[src/hdl/tcp_pkg.sv]
// Purpose: Shared constants and types of the compare/PWM timer block
// Assumes: 32-bit Avalon-MM register window, one word per register
// Notes: Mode codes are the three-bit output action encodings
`default_nettype none
package tcp_pkg;
    // Register byte offsets
    localparam logic [7:0] OFS_CTRL = 8'h00;
    localparam logic [7:0] OFS_STAT = 8'h04;
    localparam logic [7:0] OFS_IEN = 8'h08;
    localparam logic [7:0] OFS_EVT = 8'h0c;
    localparam logic [7:0] OFS_CNT = 8'h10;
    localparam logic [7:0] OFS_RLD = 8'h14;
    localparam logic [7:0] OFS_CHM = 8'h18;
    localparam logic [7:0] OFS_CHO = 8'h1c;
    localparam logic [7:0] OFS_CMP0 = 8'h20;
    // Control register fields
    localparam int CTRL_EN = 0;
    localparam int CTRL_DIR = 1;
    localparam int CTRL_ALN = 2;
    localparam int CTRL_OPM = 4;
    localparam int CTRL_ARP = 5;
    localparam int CTRL_DSRC = 6;
    // Status and enable fields
    localparam int STAT_UPD = 0;
    localparam int STAT_CMP = 1;
    localparam int IEN_DMA = 8;
    localparam int EVT_UPD = 0;
    localparam int CHM_STRIDE = 8;
    localparam int CHO_STRIDE = 2;
    // Reset values
    localparam logic [31:0] RST_RLD = 32'h0000ffff;
    localparam logic [31:0] RST_ZERO = 32'h00000000;
    // Output action codes
    localparam logic [2:0] MD_FROZEN = 3'h0;
    localparam logic [2:0] MD_SET = 3'h1;
    localparam logic [2:0] MD_CLR = 3'h2;
    localparam logic [2:0] MD_TOG = 3'h3;
    localparam logic [2:0] MD_FLO = 3'h4;
    localparam logic [2:0] MD_FHI = 3'h5;
    localparam logic [2:0] MD_PWM1 = 3'h6;
    localparam logic [2:0] MD_PWM2 = 3'h7;
    // Alignment codes
    localparam logic [1:0] ALN_EDGE = 2'h0;
    localparam logic [1:0] ALN_DOWN = 2'h1;
    localparam logic [1:0] ALN_UP = 2'h2;
    localparam logic [1:0] ALN_BOTH = 2'h3;

    typedef struct packed {
        logic reference_clear_enable;
        logic fast_output_enable;
        logic compare_preload_enable;
        logic [2:0] output_action_select;
    } tcp_chcfg_s;
endpackage
`default_nettype wire

[src/hdl/tcp_channel.sv]
// Purpose: One compare channel: shadow compare, match, reference, pin
// Assumes: Counter, direction and update event come from the timer core
// Notes: Pin level is registered, so it trails the reference by a cycle
`default_nettype none
module tcp_channel #(
    parameter int CW = 16
) (
    // Clock and reset
    input wire logic sys_clk_i,
    input wire logic rst_n_i,
    // Configuration
    input wire tcp_pkg::tcp_chcfg_s cfg_i,
    input wire logic pol_i,
    input wire logic en_i,
    input wire logic [CW-1:0] cmp_pre_i,
    input wire logic cmp_wr_i,
    input wire logic [CW-1:0] wdata_i,
    // Timer core
    input wire logic uev_i,
    input wire logic tick_i,
    input wire logic trig_i,
    input wire logic [CW-1:0] cnt_i,
    input wire logic dir_i,
    input wire logic [1:0] aln_i,
    input wire logic [CW-1:0] rld_i,
    input wire logic etr_i,
    // Results
    output logic match_o,
    output logic ref_o,
    output logic pin_o,
    output logic oe_o
);
    import tcp_pkg::*;

    logic [CW-1:0] shadow_r;
    logic skip_r, oc_r, fast_r, clr_r, pin_r, oe_r;
    logic hit, forced, pwm, pwm1, clr_now, base;
    logic [2:0] md;

    assign md = cfg_i.output_action_select;
    assign forced = (md == MD_FLO) || (md == MD_FHI);
    assign pwm = (md == MD_PWM1) || (md == MD_PWM2);

    // Working copy of the compare value
    always_ff @(posedge sys_clk_i) begin
        if (!rst_n_i) begin
            shadow_r <= '0;
            skip_r <= 1'b0;
        end else if (uev_i && cfg_i.compare_preload_enable) begin
            shadow_r <= cmp_pre_i;
            // A drop from full scale to zero must not fire at zero
            skip_r <= (shadow_r >= rld_i) && (cmp_pre_i == '0);
        end else if (cmp_wr_i && !cfg_i.compare_preload_enable) begin
            shadow_r <= wdata_i;
            skip_r <= 1'b0;
        end
    end

    // Compared on every counter step, one count resolution
    assign hit = tick_i && (cnt_i == shadow_r) && !skip_r;

    always_comb begin
        case (aln_i)
            ALN_DOWN: match_o = hit && dir_i;
            ALN_UP: match_o = hit && !dir_i;
            default: match_o = hit;
        endcase
    end

    // Output compare level
    always_ff @(posedge sys_clk_i) begin
        if (!rst_n_i) begin
            oc_r <= 1'b0;
        end else if (hit) begin
            case (md)
                MD_SET: oc_r <= 1'b1;
                MD_CLR: oc_r <= 1'b0;
                MD_TOG: oc_r <= !oc_r;
                default: oc_r <= oc_r;
            endcase
        end
    end

    // Fast enable holds the match level until the period ends
    always_ff @(posedge sys_clk_i) begin
        if (!rst_n_i) begin
            fast_r <= 1'b0;
        end else begin
            fast_r <= (trig_i && cfg_i.fast_output_enable && pwm)
                || (fast_r && !uev_i);
        end
    end

    // Clearing latch, set wins over the update event
    assign clr_now = cfg_i.reference_clear_enable && etr_i && !forced;
    always_ff @(posedge sys_clk_i) begin
        if (!rst_n_i) begin
            clr_r <= 1'b0;
        end else begin
            clr_r <= clr_now || (clr_r && !uev_i);
        end
    end

    // Down counting treats equality as high except at zero
    assign pwm1 = dir_i ? ((cnt_i <= shadow_r) && (shadow_r != '0))
                        : (cnt_i < shadow_r);

    always_comb begin
        case (md)
            MD_FLO: base = 1'b0;
            MD_FHI: base = 1'b1;
            MD_PWM1: base = fast_r ? 1'b0 : pwm1;
            MD_PWM2: base = fast_r ? 1'b1 : !pwm1;
            default: base = oc_r;
        endcase
    end

    // Active-high reference, polarity only at the pin
    assign ref_o = base && (forced || !(clr_r || clr_now));

    always_ff @(posedge sys_clk_i) begin
        if (!rst_n_i) begin
            pin_r <= 1'b0;
            oe_r <= 1'b0;
        end else begin
            pin_r <= ref_o ^ pol_i;
            oe_r <= en_i;
        end
    end
    assign pin_o = pin_r;
    assign oe_o = oe_r;
endmodule
`default_nettype wire

[src/hdl/tcp_timer.sv]
// Summary of operation
// - Match applies hold, set, clear or toggle
// - Match sets channel flag, interrupt if enabled
// - Match requests DMA when enabled and selected
// - Compare preload defers load to update event
// - Output timing resolves to one counter step
// - Codes 110 and 111 select complementary PWM
// - PWM compares counter against compare every count
// - Preloaded working copies load only on update events
// - Center alignment codes 1 and 2 gate flag by direction
// - Hardware owns direction in center-aligned counting
// - Center counter write at 0 or reload sets direction
// - Up PWM1 high while counter below compare
// - Down PWM1 low while counter above compare
// - Preloaded full-scale to zero compare skips zero event
// - Single pulse stops counter after overflow update event
// - Fast enable forces match level on trigger
// - External trigger clears reference until update
// - Debug halt may freeze the counter
// - Pin shows reference with polarity when enabled
// - Active-high reference, polarity applied last
//
// Purpose: Timer counter with compare/PWM output channels, Avalon slave
// Assumes: Trigger and debug inputs are synchronous to sys_clk_i
// Notes: Every access takes two cycles; the second completes it
`default_nettype none
module tcp_timer #(
    parameter int NCH = 4,
    parameter int CW = 16
) (
    // Clock and reset
    input wire logic sys_clk_i,
    input wire logic rst_n_i,
    // Avalon-MM slave
    input wire logic [7:0] avs_address_i,
    input wire logic avs_read_i,
    input wire logic avs_write_i,
    input wire logic [31:0] avs_writedata_i,
    output logic [31:0] avs_readdata_o,
    output logic avs_waitrequest_o,
    // Trigger and debug
    input wire logic trig_i,
    input wire logic filtered_external_trigger_i,
    input wire logic dbg_halt_i,
    input wire logic debug_halt_freeze_i,
    // Channel pins and requests
    output logic [NCH-1:0] ch_out_o,
    output logic [NCH-1:0] ch_oe_o,
    output logic irq_o,
    output logic [NCH-1:0] dma_req_o
);
    import tcp_pkg::*;

    // Register layout packs at most four channels into CHM, CHO and IEN
    if (NCH < 1 || NCH > 4 || CW < 2 || CW > 32) begin : gen_bad_param
        $error("tcp_timer: NCH must be 1..4 and CW 2..32");
    end

    logic ack_r;
    logic [31:0] rdata_r;
    logic acc, wr_acc;
    logic cnt_en_r, dir_r, opm_r, arp_r, dsrc_r;
    logic [1:0] aln_r;
    logic [CW-1:0] cnt_r, rld_pre_r, rld_r;
    logic [CW-1:0] cmp_pre_r [NCH];
    tcp_chcfg_s chm_r [NCH];
    logic [NCH-1:0] cho_en_r, cho_pol_r, den_r, cmp_flag_r, dma_r;
    logic [NCH:0] ien_r;
    logic upd_flag_r, irq_r;
    logic tick, center, ovf, sw_ug, hw_uev, update_event, cnt_wr;
    logic [NCH-1:0] ev, cmp_wr, ref_w;
    logic [31:0] rdata_nxt;
    logic [CW-1:0] wd;

    // Bus: one wait cycle, then the request completes
    assign avs_waitrequest_o = (avs_read_i || avs_write_i) && !ack_r;
    assign acc = (avs_read_i || avs_write_i) && ack_r;
    assign wr_acc = avs_write_i && ack_r;
    assign wd = avs_writedata_i[CW-1:0];

    always_ff @(posedge sys_clk_i) begin
        if (!rst_n_i) begin
            ack_r <= 1'b0;
        end else begin
            ack_r <= (avs_read_i || avs_write_i) && !ack_r;
        end
    end

    always_ff @(posedge sys_clk_i) begin
        if (!rst_n_i) begin
            rdata_r <= RST_ZERO;
        end else if (avs_read_i && !ack_r) begin
            rdata_r <= rdata_nxt;
        end
    end
    assign avs_readdata_o = rdata_r;

    // Counter control
    assign center = (aln_r != ALN_EDGE);
    assign tick = cnt_en_r
        && !(dbg_halt_i && debug_halt_freeze_i);
    assign ovf = dir_r ? (cnt_r == '0)
        : (center ? (cnt_r >= rld_r) : (cnt_r == rld_r));
    assign sw_ug = wr_acc && (avs_address_i == OFS_EVT)
        && avs_writedata_i[EVT_UPD];
    assign hw_uev = tick && ovf;
    assign update_event = sw_ug || hw_uev;
    assign cnt_wr = wr_acc && (avs_address_i == OFS_CNT);

    // Configuration bits of the control register
    always_ff @(posedge sys_clk_i) begin
        if (!rst_n_i) begin
            aln_r <= ALN_EDGE;
            opm_r <= 1'b0;
            arp_r <= 1'b0;
            dsrc_r <= 1'b0;
        end else if (wr_acc && avs_address_i == OFS_CTRL) begin
            aln_r <= avs_writedata_i[CTRL_ALN +: 2];
            opm_r <= avs_writedata_i[CTRL_OPM];
            arp_r <= avs_writedata_i[CTRL_ARP];
            dsrc_r <= avs_writedata_i[CTRL_DSRC];
        end
    end

    // Run bit: trigger starts, single pulse stops
    always_ff @(posedge sys_clk_i) begin
        if (!rst_n_i) begin
            cnt_en_r <= 1'b0;
        end else if (wr_acc && avs_address_i == OFS_CTRL) begin
            cnt_en_r <= avs_writedata_i[CTRL_EN];
        end else if (opm_r && hw_uev) begin
            cnt_en_r <= 1'b0;
        end else if (trig_i) begin
            cnt_en_r <= 1'b1;
        end
    end

    // Counter and direction
    always_ff @(posedge sys_clk_i) begin
        if (!rst_n_i) begin
            cnt_r <= '0;
            dir_r <= 1'b0;
        end else if (sw_ug) begin
            cnt_r <= (dir_r && !center) ? rld_pre_r : '0;
            if (center)
                dir_r <= 1'b0;
        end else if (cnt_wr) begin
            cnt_r <= wd;
            if (center && wd == '0)
                dir_r <= 1'b0;
            else if (center && wd == rld_r)
                dir_r <= 1'b1;
        end else if (wr_acc && avs_address_i == OFS_CTRL && !center
                     && avs_writedata_i[CTRL_ALN +: 2] == ALN_EDGE) begin
            // Software direction only counts in edge alignment
            dir_r <= avs_writedata_i[CTRL_DIR];
        end else if (tick) begin
            if (!center) begin
                if (ovf)
                    cnt_r <= dir_r ? rld_r : '0;
                else
                    cnt_r <= dir_r ? cnt_r - 1'b1 : cnt_r + 1'b1;
            end else if (ovf) begin
                cnt_r <= dir_r ? cnt_r + 1'b1 : cnt_r - 1'b1;
                dir_r <= !dir_r;
            end else begin
                cnt_r <= dir_r ? cnt_r - 1'b1 : cnt_r + 1'b1;
            end
        end
    end

    // Reload limit with optional preload
    always_ff @(posedge sys_clk_i) begin
        if (!rst_n_i) begin
            rld_pre_r <= RST_RLD[CW-1:0];
            rld_r <= RST_RLD[CW-1:0];
        end else begin
            if (wr_acc && avs_address_i == OFS_RLD) begin
                rld_pre_r <= wd;
                if (!arp_r)
                    rld_r <= wd;
            end
            if (update_event && arp_r)
                rld_r <= rld_pre_r;
        end
    end

    // Channel configuration and compare preload registers
    always_ff @(posedge sys_clk_i) begin
        if (!rst_n_i) begin
            for (int i = 0; i < NCH; i++) begin
                chm_r[i] <= '0;
                cmp_pre_r[i] <= '0;
            end
            cho_en_r <= '0;
            cho_pol_r <= '0;
        end else if (wr_acc) begin
            for (int i = 0; i < NCH; i++) begin
                if (avs_address_i == OFS_CHM)
                    chm_r[i] <= avs_writedata_i[i*CHM_STRIDE +: 6];
                if (avs_address_i == OFS_CHO) begin
                    cho_en_r[i] <= avs_writedata_i[i*CHO_STRIDE];
                    cho_pol_r[i] <= avs_writedata_i[i*CHO_STRIDE+1];
                end
                if (cmp_wr[i])
                    cmp_pre_r[i] <= wd;
            end
        end
    end

    always_comb begin
        for (int i = 0; i < NCH; i++)
            cmp_wr[i] = wr_acc
                && (avs_address_i == OFS_CMP0 + 8'(4 * i));
    end

    // Interrupt and DMA enables
    always_ff @(posedge sys_clk_i) begin
        if (!rst_n_i) begin
            ien_r <= '0;
            den_r <= '0;
        end else if (wr_acc && avs_address_i == OFS_IEN) begin
            ien_r <= avs_writedata_i[NCH:0];
            den_r <= avs_writedata_i[IEN_DMA +: NCH];
        end
    end

    // Status flags: writing 0 clears, a new event wins
    always_ff @(posedge sys_clk_i) begin
        if (!rst_n_i) begin
            upd_flag_r <= 1'b0;
            cmp_flag_r <= '0;
        end else if (wr_acc && avs_address_i == OFS_STAT) begin
            upd_flag_r <= (upd_flag_r && avs_writedata_i[STAT_UPD]) || update_event;
            cmp_flag_r <= (cmp_flag_r
                & avs_writedata_i[STAT_CMP +: NCH]) | ev;
        end else begin
            upd_flag_r <= upd_flag_r || update_event;
            cmp_flag_r <= cmp_flag_r | ev;
        end
    end

    // Requests out
    always_ff @(posedge sys_clk_i) begin
        if (!rst_n_i) begin
            irq_r <= 1'b0;
            dma_r <= '0;
        end else begin
            irq_r <= |({cmp_flag_r, upd_flag_r} & ien_r);
            dma_r <= den_r & (dsrc_r ? ev : {NCH{update_event}});
        end
    end
    assign irq_o = irq_r;
    assign dma_req_o = dma_r;

    // Read back
    always_comb begin
        rdata_nxt = RST_ZERO;
        case (avs_address_i)
            OFS_CTRL: begin
                rdata_nxt[CTRL_EN] = cnt_en_r;
                rdata_nxt[CTRL_DIR] = dir_r;
                rdata_nxt[CTRL_ALN +: 2] = aln_r;
                rdata_nxt[CTRL_OPM] = opm_r;
                rdata_nxt[CTRL_ARP] = arp_r;
                rdata_nxt[CTRL_DSRC] = dsrc_r;
            end
            OFS_STAT: begin
                rdata_nxt[STAT_UPD] = upd_flag_r;
                rdata_nxt[STAT_CMP +: NCH] = cmp_flag_r;
            end
            OFS_IEN: begin
                rdata_nxt[NCH:0] = ien_r;
                rdata_nxt[IEN_DMA +: NCH] = den_r;
            end
            OFS_CNT: rdata_nxt[CW-1:0] = cnt_r;
            OFS_RLD: rdata_nxt[CW-1:0] = rld_pre_r;
            OFS_CHM: begin
                for (int i = 0; i < NCH; i++)
                    rdata_nxt[i*CHM_STRIDE +: 6] = chm_r[i];
            end
            OFS_CHO: begin
                for (int i = 0; i < NCH; i++)
                    rdata_nxt[i*CHO_STRIDE +: 2] = {cho_pol_r[i],
                        cho_en_r[i]};
            end
            default: begin
                for (int i = 0; i < NCH; i++)
                    if (avs_address_i == OFS_CMP0 + 8'(4 * i))
                        rdata_nxt[CW-1:0] = cmp_pre_r[i];
            end
        endcase
    end

    // Output channels
    for (genvar g = 0; g < NCH; g++) begin : gen_ch
        tcp_channel #(.CW(CW)) u_ch (
            .sys_clk_i(sys_clk_i),
            .rst_n_i(rst_n_i),
            .cfg_i(chm_r[g]),
            .pol_i(cho_pol_r[g]),
            .en_i(cho_en_r[g]),
            .cmp_pre_i(cmp_pre_r[g]),
            .cmp_wr_i(cmp_wr[g]),
            .wdata_i(wd),
            .uev_i(update_event),
            .tick_i(tick),
            .trig_i(trig_i),
            .cnt_i(cnt_r),
            .dir_i(dir_r),
            .aln_i(aln_r),
            .rld_i(rld_r),
            .etr_i(filtered_external_trigger_i),
            .match_o(ev[g]),
            .ref_o(ref_w[g]),
            .pin_o(ch_out_o[g]),
            .oe_o(ch_oe_o[g])
        );
    end
endmodule
`default_nettype wire

[config.mk]
export PLATFORM = sky130hd
export DESIGN_NAME = tcp_timer
export DESIGN_NICKNAME = d
export VERILOG_FILES = /design/src/hdl/tcp_pkg.sv /design/src/hdl/tcp_channel.sv /design/src/hdl/tcp_timer.sv
export SDC_FILE = /design/constraint.sdc
export NUM_CORES = 1
export LEC_CHECK = 0
export ABC_AREA = 1
export BUFFER_PORTS_ARGS = -buffer_cell sky130_fd_sc_hd__buf_2
export CAP_MARGIN = 5
export CORE_MARGIN = 2
export CORE_UTILIZATION = 37
export CTS_CLUSTER_SIZE = 10
export DETAILED_ROUTE_END_ITERATION = 6
export GPL_TIMING_DRIVEN = 0
export SYNTH_ARGS = -nofsm -noshare
export SYNTH_HDL_FRONTEND = slang
export SYNTH_SLANG_ARGS = --single-unit
[constraint.sdc]
create_clock -name sys_clk_i -period 3.21 [get_ports sys_clk_i]
set_clock_uncertainty 0.15 [all_clocks]
set_input_delay 0.642 -clock sys_clk_i [delete_from_list [all_inputs] [get_ports sys_clk_i]]
set_output_delay 0.642 -clock sys_clk_i [all_outputs]
set_load 0.1 [all_outputs]
=== Word-level counts from Yosys, hierarchy flattened ===
Memory sizes are Yosys's and may differ from the RTL's.
Cells that the tools add are included.

* Flip-flop bits (word level): 199
* Bits in writable memories: 88
* Input port bits: 48
* Output and inout bits: 46
* Logic and storage cells: 429
* Memories: 2

* Add/sub/neg operators: 2
* $lt $le $gt $ge: 13
* Equal/unequal tests: 52
* Mux-type cells: 113
* Bitwise gates (word level): 17
* Reduce and logical (&&, ||, !) cells: 183

{| class="wikitable"
|+ Memory list
! name !! words !! bits a word !! rd ports !! clocked after memory_dff !! wr ports !! RTL line !! text
|-
| cmp_pre_r || 4 || 16 || 4 || 0 || 4 || tcp_timer.sv:65 || <nowiki>logic [CW-1:0] cmp_pre_r [NCH];</nowiki>
|-
| chm_r || 4 || 6 || 4 || 0 || 4 || tcp_timer.sv:66 || <nowiki>tcp_chcfg_s chm_r [NCH];</nowiki>
|}

{| class="wikitable"
|+ Operators by type and width
! operator !! number
|-
| two-way mux 16 bit || 30
|-
| equality test 16 bit || 6
|-
| zero test 16 bit || 6
|-
| logical AND 1 bit || 85
|-
| >= comparator 16 bit || 5
|-
| less-or-equal comparator 16 bit || 4
|-
| less-than comparator 16 bit || 4
|-
| nonzero test 16 bit || 4
|-
| two-way mux 1 bit || 56
|-
| equality test 3 bit (second input constant) || 16
|-
| two-way mux 6 bit || 6
|-
| one-hot mux 5 bit (7 select lines) || 1
|-
| equality test 8 x 5 -> 1 bit (second input constant) || 4
|-
| equality test 8 x 6 -> 1 bit (second input constant) || 4
|-
| zero test 1 bit || 29
|-
| logical OR 1 bit || 28
|-
| equality test 3 x 2 -> 1 bit (second input constant) || 8
|-
| one-hot mux 1 bit (4 select lines) || 5
|-
| one-hot mux 4 bit (5 select lines) || 1
|-
| nonzero test 3 bit || 6
|-
| adder 16 x 1 -> 16 bit (second input constant) || 1
|-
| equality test 8 x 4 -> 1 bit (second input constant) || 2
|-
| subtractor 16 x 1 -> 16 bit (second input constant) || 1
|-
| AND reduction 2 bit || 7
|-
| other kinds (30) || 61
|}

=== Logic depth before layout (Yosys ltp) ===
Gate-level depths: netlist (run 1).
An unclocked memory read counts as a cell.

* Depth after elaboration: 10
* Depth in mapped cells: 21
* Gate-level depth less buffers: 20

=== By module ===
A second synthesis (run 1) with hierarchy kept.

* Cells, all modules: 2572
* Area, all modules: 18617.9 um^2

{| class="wikitable"
|+ Modules (own cells, without submodules)
! module !! instances !! cells an instance !! area an instance (um^2) !! sequential area each (um^2)
|-
| tcp_timer || 1 || 1414 || 10806.6 || 4864.7
|-
| tcp_channel at gen_ch[0].u_ch ... || 3 || 290 || 1954.4 || 440.4
|-
| tcp_channel at gen_ch[1].u_ch || 1 || 288 || 1948.1 || 440.4
|}

=== Worst setup path before layout (run 1) ===
Ideal clock, no wire load.

* Kind: input-to-reg
* Start point: input port avs_address_i[6]
* End point: memory chm_r[0][0] (netlist name), enable pin
* Library setup time: 0.438 ns
* Arrival time: 2.913 ns
* Data required time: 2.622 ns
* Path slack: -0.291 ns
* Stages on the path: 5
* Buffers on the path: 0
* Cell sequence: inv_1 nand2_1 nor3_2 nand2_1 o21ai_0

{| class="wikitable"
|+ RTL lines
! item !! RTL line !! text
|-
| start, declared || tcp_timer.sv:35 || <nowiki>input wire logic [7:0] avs_address_i,</nowiki>
|-
| end, declared || tcp_timer.sv:66 ||
|}

=== Final worst setup path (run 1) ===
* Start point: register cnt_r[9]
* End point: register dma_r[2] (netlist: dma_req_o[2])

* Cells in the longest elaborated chain, start to end: 7
* Elaborated cells on any way between the ends: 15
* Classes of those cells: order compare (1); eq/ne (2); mux (4); bitwise (1); reduce/logical (7)

{| class="wikitable"
|+ Ends and longest elaborated chain
! item !! RTL line !! text
|-
| start, declared || tcp_timer.sv:64 || <nowiki>logic [CW-1:0] cnt_r, rld_pre_r, rld_r;</nowiki>
|-
| start signal, assigned || tcp_timer.sv:144 || <nowiki>cnt_r <= (dir_r && !center) ? rld_pre_r : '0;</nowiki>
|-
| start signal, assigned || tcp_timer.sv:148 || <nowiki>cnt_r <= wd;</nowiki>
|-
| start signal, assigned || tcp_timer.sv:160 || <nowiki>cnt_r <= dir_r ? rld_r : '0;</nowiki>
|-
| >= comparator 16 bit (tied with other cells) || tcp_timer.sv:103 || <nowiki>: (center ? (cnt_r >= rld_r) : (cnt_r == rld_r));</nowiki>
|-
| two-way mux 1 bit or logical AND 1 bit (tied branches) || tcp_timer.sv:103, tcp_channel.sv:60 ||
|-
| two-way mux 1 bit or logical AND 1 bit (tied branches) || tcp_timer.sv:102, tcp_channel.sv:60 ||
|-
| logical AND 1 bit, on equally long branches || tcp_timer.sv:106, tcp_channel.sv:64, tcp_channel.sv:65 ||
|-
| logical OR 1 bit or one-hot mux 1 bit (2 select lines) (tied branches) || tcp_timer.sv:107, tcp_channel.sv:63 ||
|-
| two-way mux 4 bit (*) || tcp_timer.sv:250 || <nowiki>dma_r <= den_r & (dsrc_r ? ev : {NCH{update_event}});</nowiki>
|-
| bitwise AND 4 bit (*) || tcp_timer.sv:250 ||
|-
| end signal, assigned || tcp_timer.sv:250 ||
|-
| end, declared || tcp_timer.sv:67 || <nowiki>logic [NCH-1:0] cho_en_r, cho_pol_r, den_r, cmp_flag_r, dma_r;</nowiki>
|}

Mark *: on every way between the ends. The rest lies on a longest branch, timed or not.
A chain may end at the register's enable or synchronous reset.

==> results of run 1 <==
## per-stage QoR
stage | TNS [ns] | total power (W) | setup WS, ns
2_1_floorplan | 0 | 0.00481 | 0.169
3_3_place_gp | -73.22 | 0.00527 | -1.08
3_5_place_dp | -7.83 | 0.00530 | -0.532
4_1_cts | 0 | 0.00896 | 0.000667
5_1_grt | 0 | 0.00924 | 0.0167
6_report | 0 | 0.00899 | 0.0884
## power breakdown
group          switching (W)  internal, W
clock network        0.00158      0.00213
registers           0.000155      0.00382
logic               0.000978     0.000315
## worst paths after layout
check	slack (ns)	to	cells after the start
setup / recovery	0.09	dma_req_o[2]	9
hold / removal	0.24	ack_r	3
setup reg to reg	0.09	dma_req_o[2]	9
hold reg to reg	0.29	gen_ch[3].u_ch.oe_o	2
## Yosys cell counts (34+ instances only)
cell      instances  area share, %
a21oi_1         232            6.3
a221oi_1         34            1.6
clkbuf_1         91            1.8
dfxtp_1         199             22
edfxtp_1         88             14
ha_1            148             10
inv_1           321            6.5
nand2_1         512             10
nand3_1         254            6.9
nand4_1          44            1.5
nor2_1          181            3.7
o21ai_0         169            4.6
## metal layers
layer	share of wire (%)	global-route usage [%]
met1	42	41.6
met2	42	46.3
met3	9.6	5.15
met4	5.8	16.1
met5	0	0
## final cells by class
type	count	share of cell area [%]
buffer	137	3.12
clock buffer	55	4.72
clock inverter	3	0.124
inverter	342	6.39
multi-input combinational	1796	47.2
sequential	287	31.3
tap	672	3.96
timing repair buffer	110	3.17
## registers in the layout, indices dropped and copies added, names as in the netlist, 5 cells and up
register / count
avs_readdata_o: 28
ien_r: 5
chm_r: 24
rld_r: 16
rld_pre_r: 16
cnt_r: 16
gen_ch.u_ch.shadow_r: 64
cmp_pre_r: 64
## cells by family after synthesis
logic type / synth area share, %
other: 0.0202
buffers and inverters: 10.5
adders and majority gates: 9.99
DFF: 35.8
and+or+nand+nor: 26.0
AOI/OAI and AO/OA: 16.7
xor gates and xnor gates: 0.993
## timing repair
action / in CTS / in global routing
resized for setup: 16 / 31
setup buffers: 6 / 28
setup endpoints to repair: 76 / 101
## worst register-to-register path: stages, from the launching register on
cell	delay [ns]
dfxtp_1	0.62
ha_1	0.25
inv_1	0.05
nor3_1	0.19
nand4_1	0.14
nor3_1	0.86
nand3_1	0.20
a21oi_1	0.29
o2111ai_1	0.19
inv_1	0.11
==> flow_summary.toml, run 1 <==
[status]
status = "finished clean"

[cells_and_area]
fill_cells = 5164
n_antenna_cell = 0
stdcell_count = 3402
final_area_sq_um = 21200
syn2layout_area_growth_pct = 14.5
final_util_pct = 42.6
nNetsFinal = 2905
layout-drive-gt1-share_pct = 11.5
multi_input_area_sq_um = 10000
layout_commonest_cell = "nand2_1"
seqCellArea_sq_um = 6640
layout_common_cells = "511 x nand2_1, 304 x inv_1, 254 x nand3_1, 231 x a21oi_1, 185 x dfxtp_1"

[floorplanning]
die_y_microns = 228
start_util_pct = 37.2
io_pins = 94
coreArea_sq_um = 49800
die_width_microns = 228
dieArea_sq_um = 51900
num_rows = 82

[logic_synthesis]
synth.distinct_cells = 54
synth_edf_count = 88
synth-seq-cells = 287
syn_inst = 2559
synth_ff_type = "dfxtp_1"
synth_area_sq_um = 18500
synth-seq-area-share_pct = 35.8
synthArstFlopShare_pct = 0
synth_warnings = 0
syn_area_per_cell_sq_um = 7.24

[critical_path]
worstSetupPathType = "flip-flop to flip-flop"
end_kind = "flip-flop"
path_max_fanout = 6
crit_family = "simple AND/OR/NAND/NOR gates"
cpPeakStageDelay_ns = 0.86
cp_cell_sequence = "ha_1, inv_1, nor3_1, nand4_1, nor3_1, nand3_1, a21oi_1, o2111ai_1, inv_1"
required_ns = 3.53
cp_slowest_cell = "nor3_1"
start_kind = "flip-flop"
path_buf_inv = 2
cp.arrival_ns = 3.45
crit_start = "cnt_r[9]"
r2r_start = "cnt_r[9]"

[placement]
placed_area_sq_um = 19800
place_congestion = 1.01
hpwl_microns = 62800
portBuffers = 72
dp_cells = 3310

[sta]
layout_worst_path_cycle_share_pct = 97.2
fin_crit_ns = 3.12
worst_pin_slew_ns = 1.12
finalHoldViolCount = 0
clock.fmax_ghz = 0.320
relSlewSlack_pct = 24.9
drv_slew = 0
rsz0062_at_grt = "false"
holdWs_ns = 0.241
setup_violations = 0

[grt]
grt_pass1_wl_microns = 118000
grt_start_max_net_pins = 17
grt_overflow = 0
grt_pass1_vias = 18000
grt_antenna_before_repair = 1
grtUsageTotal_pct = 30.5

[routing]
drt_pass1_iterations = 6
drt_wl_total_microns = 81800
drt_iter0_drc = 2429
drc_errors = 0
vias = 19400
vias_per_cell = 5.71
wire_per_inst_microns = 24.1
ant_nets = 0

[worst_hold_path]
worstHoldStart = "avs_read_i"
hold_path_class = "input port to flip-flop"

[clock_tree]
cts.clk_slew.worst_paths_ns = 0.06
htree_num_levels = 2
clock_latency_ns = 0.54
holdBufCountCts = 0
cts_buffers = 35
clock_path_buffers = 3
cts_root_buffer = "clkbuf_16"
cts_tree = "done"
cts.sinks = 287

[job]
maxCapViolCount = 0

[power]
p_leak_nw = 9.13
vdd_drop_max_uv = 412
power_density_nw_per_um2 = 424
Note: power is estimated with default switching activity, not from simulation.
==> run 2, diff against run 1 <==
--- a/config.mk
+++ b/config.mk
@@ -10,6 +10,7 @@
 export CAP_MARGIN = 5
 export CORE_MARGIN = 2
 export CORE_UTILIZATION = 37
+export CTS_BUF_LIST = sky130_fd_sc_hd__clkbuf_4 sky130_fd_sc_hd__clkbuf_8 sky130_fd_sc_hd__clkbuf_16
 export CTS_CLUSTER_SIZE = 10
 export DETAILED_ROUTE_END_ITERATION = 6
 export GPL_TIMING_DRIVEN = 0
==> run 2 against run 1 <==
Highest routed layer unchanged. Sequential cell count stayed put. Critical path depth stayed put. Clock power is 3% higher. Largest cell class unchanged. Worst hold slack worse by 0.0014 ns. First-iteration DRC count is 1.3% higher. Largest power group unchanged. Sequential power hardly changed. Register-to-register slack hardly changed.
==> flow_summary.toml, run 2 (synthesis gave the netlist of run 1 again) <==
[sta]
drv_slew = 0
relSlewSlack_pct = 21.8
fin_crit_ns = 3.11
clock.fmax_ghz = 0.321
worst_slack_ns = 0.0983
finalHoldViolCount = 0
worst_pin_slew_ns = 1.17
rsz0062_at_grt = "false"
setup_violations = 0
layout_worst_path_cycle_share_pct = 96.9

[critical_path]
cpPeakStageDelay_ns = 0.84
path_max_fanout = 6
cp.arrival_ns = 3.44
reg2reg_to = "dma_req_o[2]"
end_kind = "flip-flop"
reg2reg_slack_ns = 0.1
r2r_start = "cnt_r[9]"
crit_family = "simple AND/OR/NAND/NOR gates"
path_buf_inv = 2
reg2regPathDepth = 9
cp_cell_sequence = "ha_1, inv_1, nor3_1, nand4_1, nor3_1, nand3_1, a21oi_1, o2111ai_1, inv_1"
cp_slowest_cell = "nor3_1"
worstSetupPathType = "flip-flop to flip-flop"
start_kind = "flip-flop"
required_ns = 3.54

[routing]
drt_wl_total_microns = 81800
drc_errors = 0
wire_per_inst_microns = 24.1
drt_pass1_iterations = 6
vias_per_cell = 5.70
drt_iter0_drc = 2461
vias = 19400
ant_nets = 0

[job]
maxCapViolCount = 0

[clock_tree]
holdBufCountCts = 0
cts_tree = "done"
htree_num_levels = 2
clock_latency_ns = 0.54
cts.clk_slew.worst_paths_ns = 0.06
clock_path_buffers = 3
cts.sinks = 287
cts_root_buffer = "clkbuf_16"
cts_buffers = 35

[cells_and_area]
final_util_pct = 42.7
layout_common_cells = "511 x nand2_1, 305 x inv_1, 254 x nand3_1, 231 x a21oi_1, 187 x dfxtp_1"
syn2layout_area_growth_pct = 14.7
n_antenna_cell = 0
layout-drive-gt1-share_pct = 11.8
nNetsFinal = 2902
layout_commonest_cell = "nand2_1"

[floorplanning]
coreArea_sq_um = 49800
die_width_microns = 228
num_rows = 82
start_util_pct = 37.2
dieArea_sq_um = 51900
io_pins = 94
die_y_microns = 228

[grt]
grt_overflow = 0
grt_start_max_net_pins = 17
grt_pass1_vias = 18000
grt_pass1_wl_microns = 118000
grtUsageTotal_pct = 30.6
grt_antenna_before_repair = 1

[placement]
place_congestion = 1.01
portBuffers = 72
hpwl_microns = 62800
place_ws_ns = -0.532

[worst_hold_path]
hold_path_class = "input port to flip-flop"
worstHoldStart = "avs_read_i"
hold_depth = 3
min_to = "ack_r"

[power]
vdd_drop_max_uv = 425
power_density_nw_per_um2 = 429
p_leak_nw = 9.17

[status]
status = "finished clean"
[run 2: cell count changes in the layout (fill, tap and decap cells not counted), sizes merged]
cell,delta
buf,-3
clkinvlp,-1
inv,+1
[run 2: final cells by class]
type | count | area, sq um
fillers | 5148 | 28500
multi-input cells | 1796 | 10000
flip-flops and latches | 287 | 6640
inverters | 342 | 1350
clock buffers | 55 | 1060
well taps | 672 | 841
plain buffers | 137 | 662
repair buffers | 107 | 651
clock inverters | 3 | 26.3
[run 2: what timing repair did]
| action | in CTS | in global routing |
|---|---|---|
| resized for setup | 16 | 28 |
| setup buffers | 6 | 25 |
| endpoints found under the setup margin | 76 | 101 |
[run 2: metal layers]
metal,GRT usage [%],vias to the layer above,part of all wire [%]
li1,-,8934,-
met1,41.8,9180,43
met2,46.3,1037,42
met3,4.98,232,8.9
met4,15.9,0,5.9
met5,0,-,0
[run 2: metrics by stage]
step	instance area (sq um)	hold WS (ns)	power, W	std cells	setup TNS (ns)
after floorplan	18500	0.257	0.00481	2562	0
after global placement	19700	0.296	0.00527	3306	-73.22
after detailed placement	19800	0.284	0.00530	3310	-7.83
after CTS	21000	0.234	0.00909	3374	0
after global routing	21200	0.257	0.00937	3399	0
final	21200	0.239	0.00911	3399	0
[run 2: worst min-delay path: stages]
cell	delay, ns
buf_2	0.09
nor2_1	0.04
nor3_1	0.10
[run 2: where the power goes]
group | internal [W] | switching [W] | total, W
registers | 0.00382 | 0.000155 | 0.00398
clock network | 0.00226 | 0.00158 | 0.00384
logic | 0.000315 | 0.000977 | 0.00129
[run 2: worst max path at each step]
stage / from / to / slack [ns] / cells past startpoint
final: cnt_r[9] / dma_req_o[2] / 0.1 / 9
after global routing: rld_r[0] / gen_ch[3].u_ch.shadow_r[9] / 0.01 / 18
after CTS: rld_r[13] / rld_r[6] / 0.0007 / 15
after detailed placement: dbg_halt_i / dma_req_o[1] / -0.53 / 8
after global placement: avs_address_i[0] / cmp_pre_r[0][0] / -1.08 / 8
after floorplan: avs_address_i[6] / cmp_pre_r[0][0] / 0.17 / 7
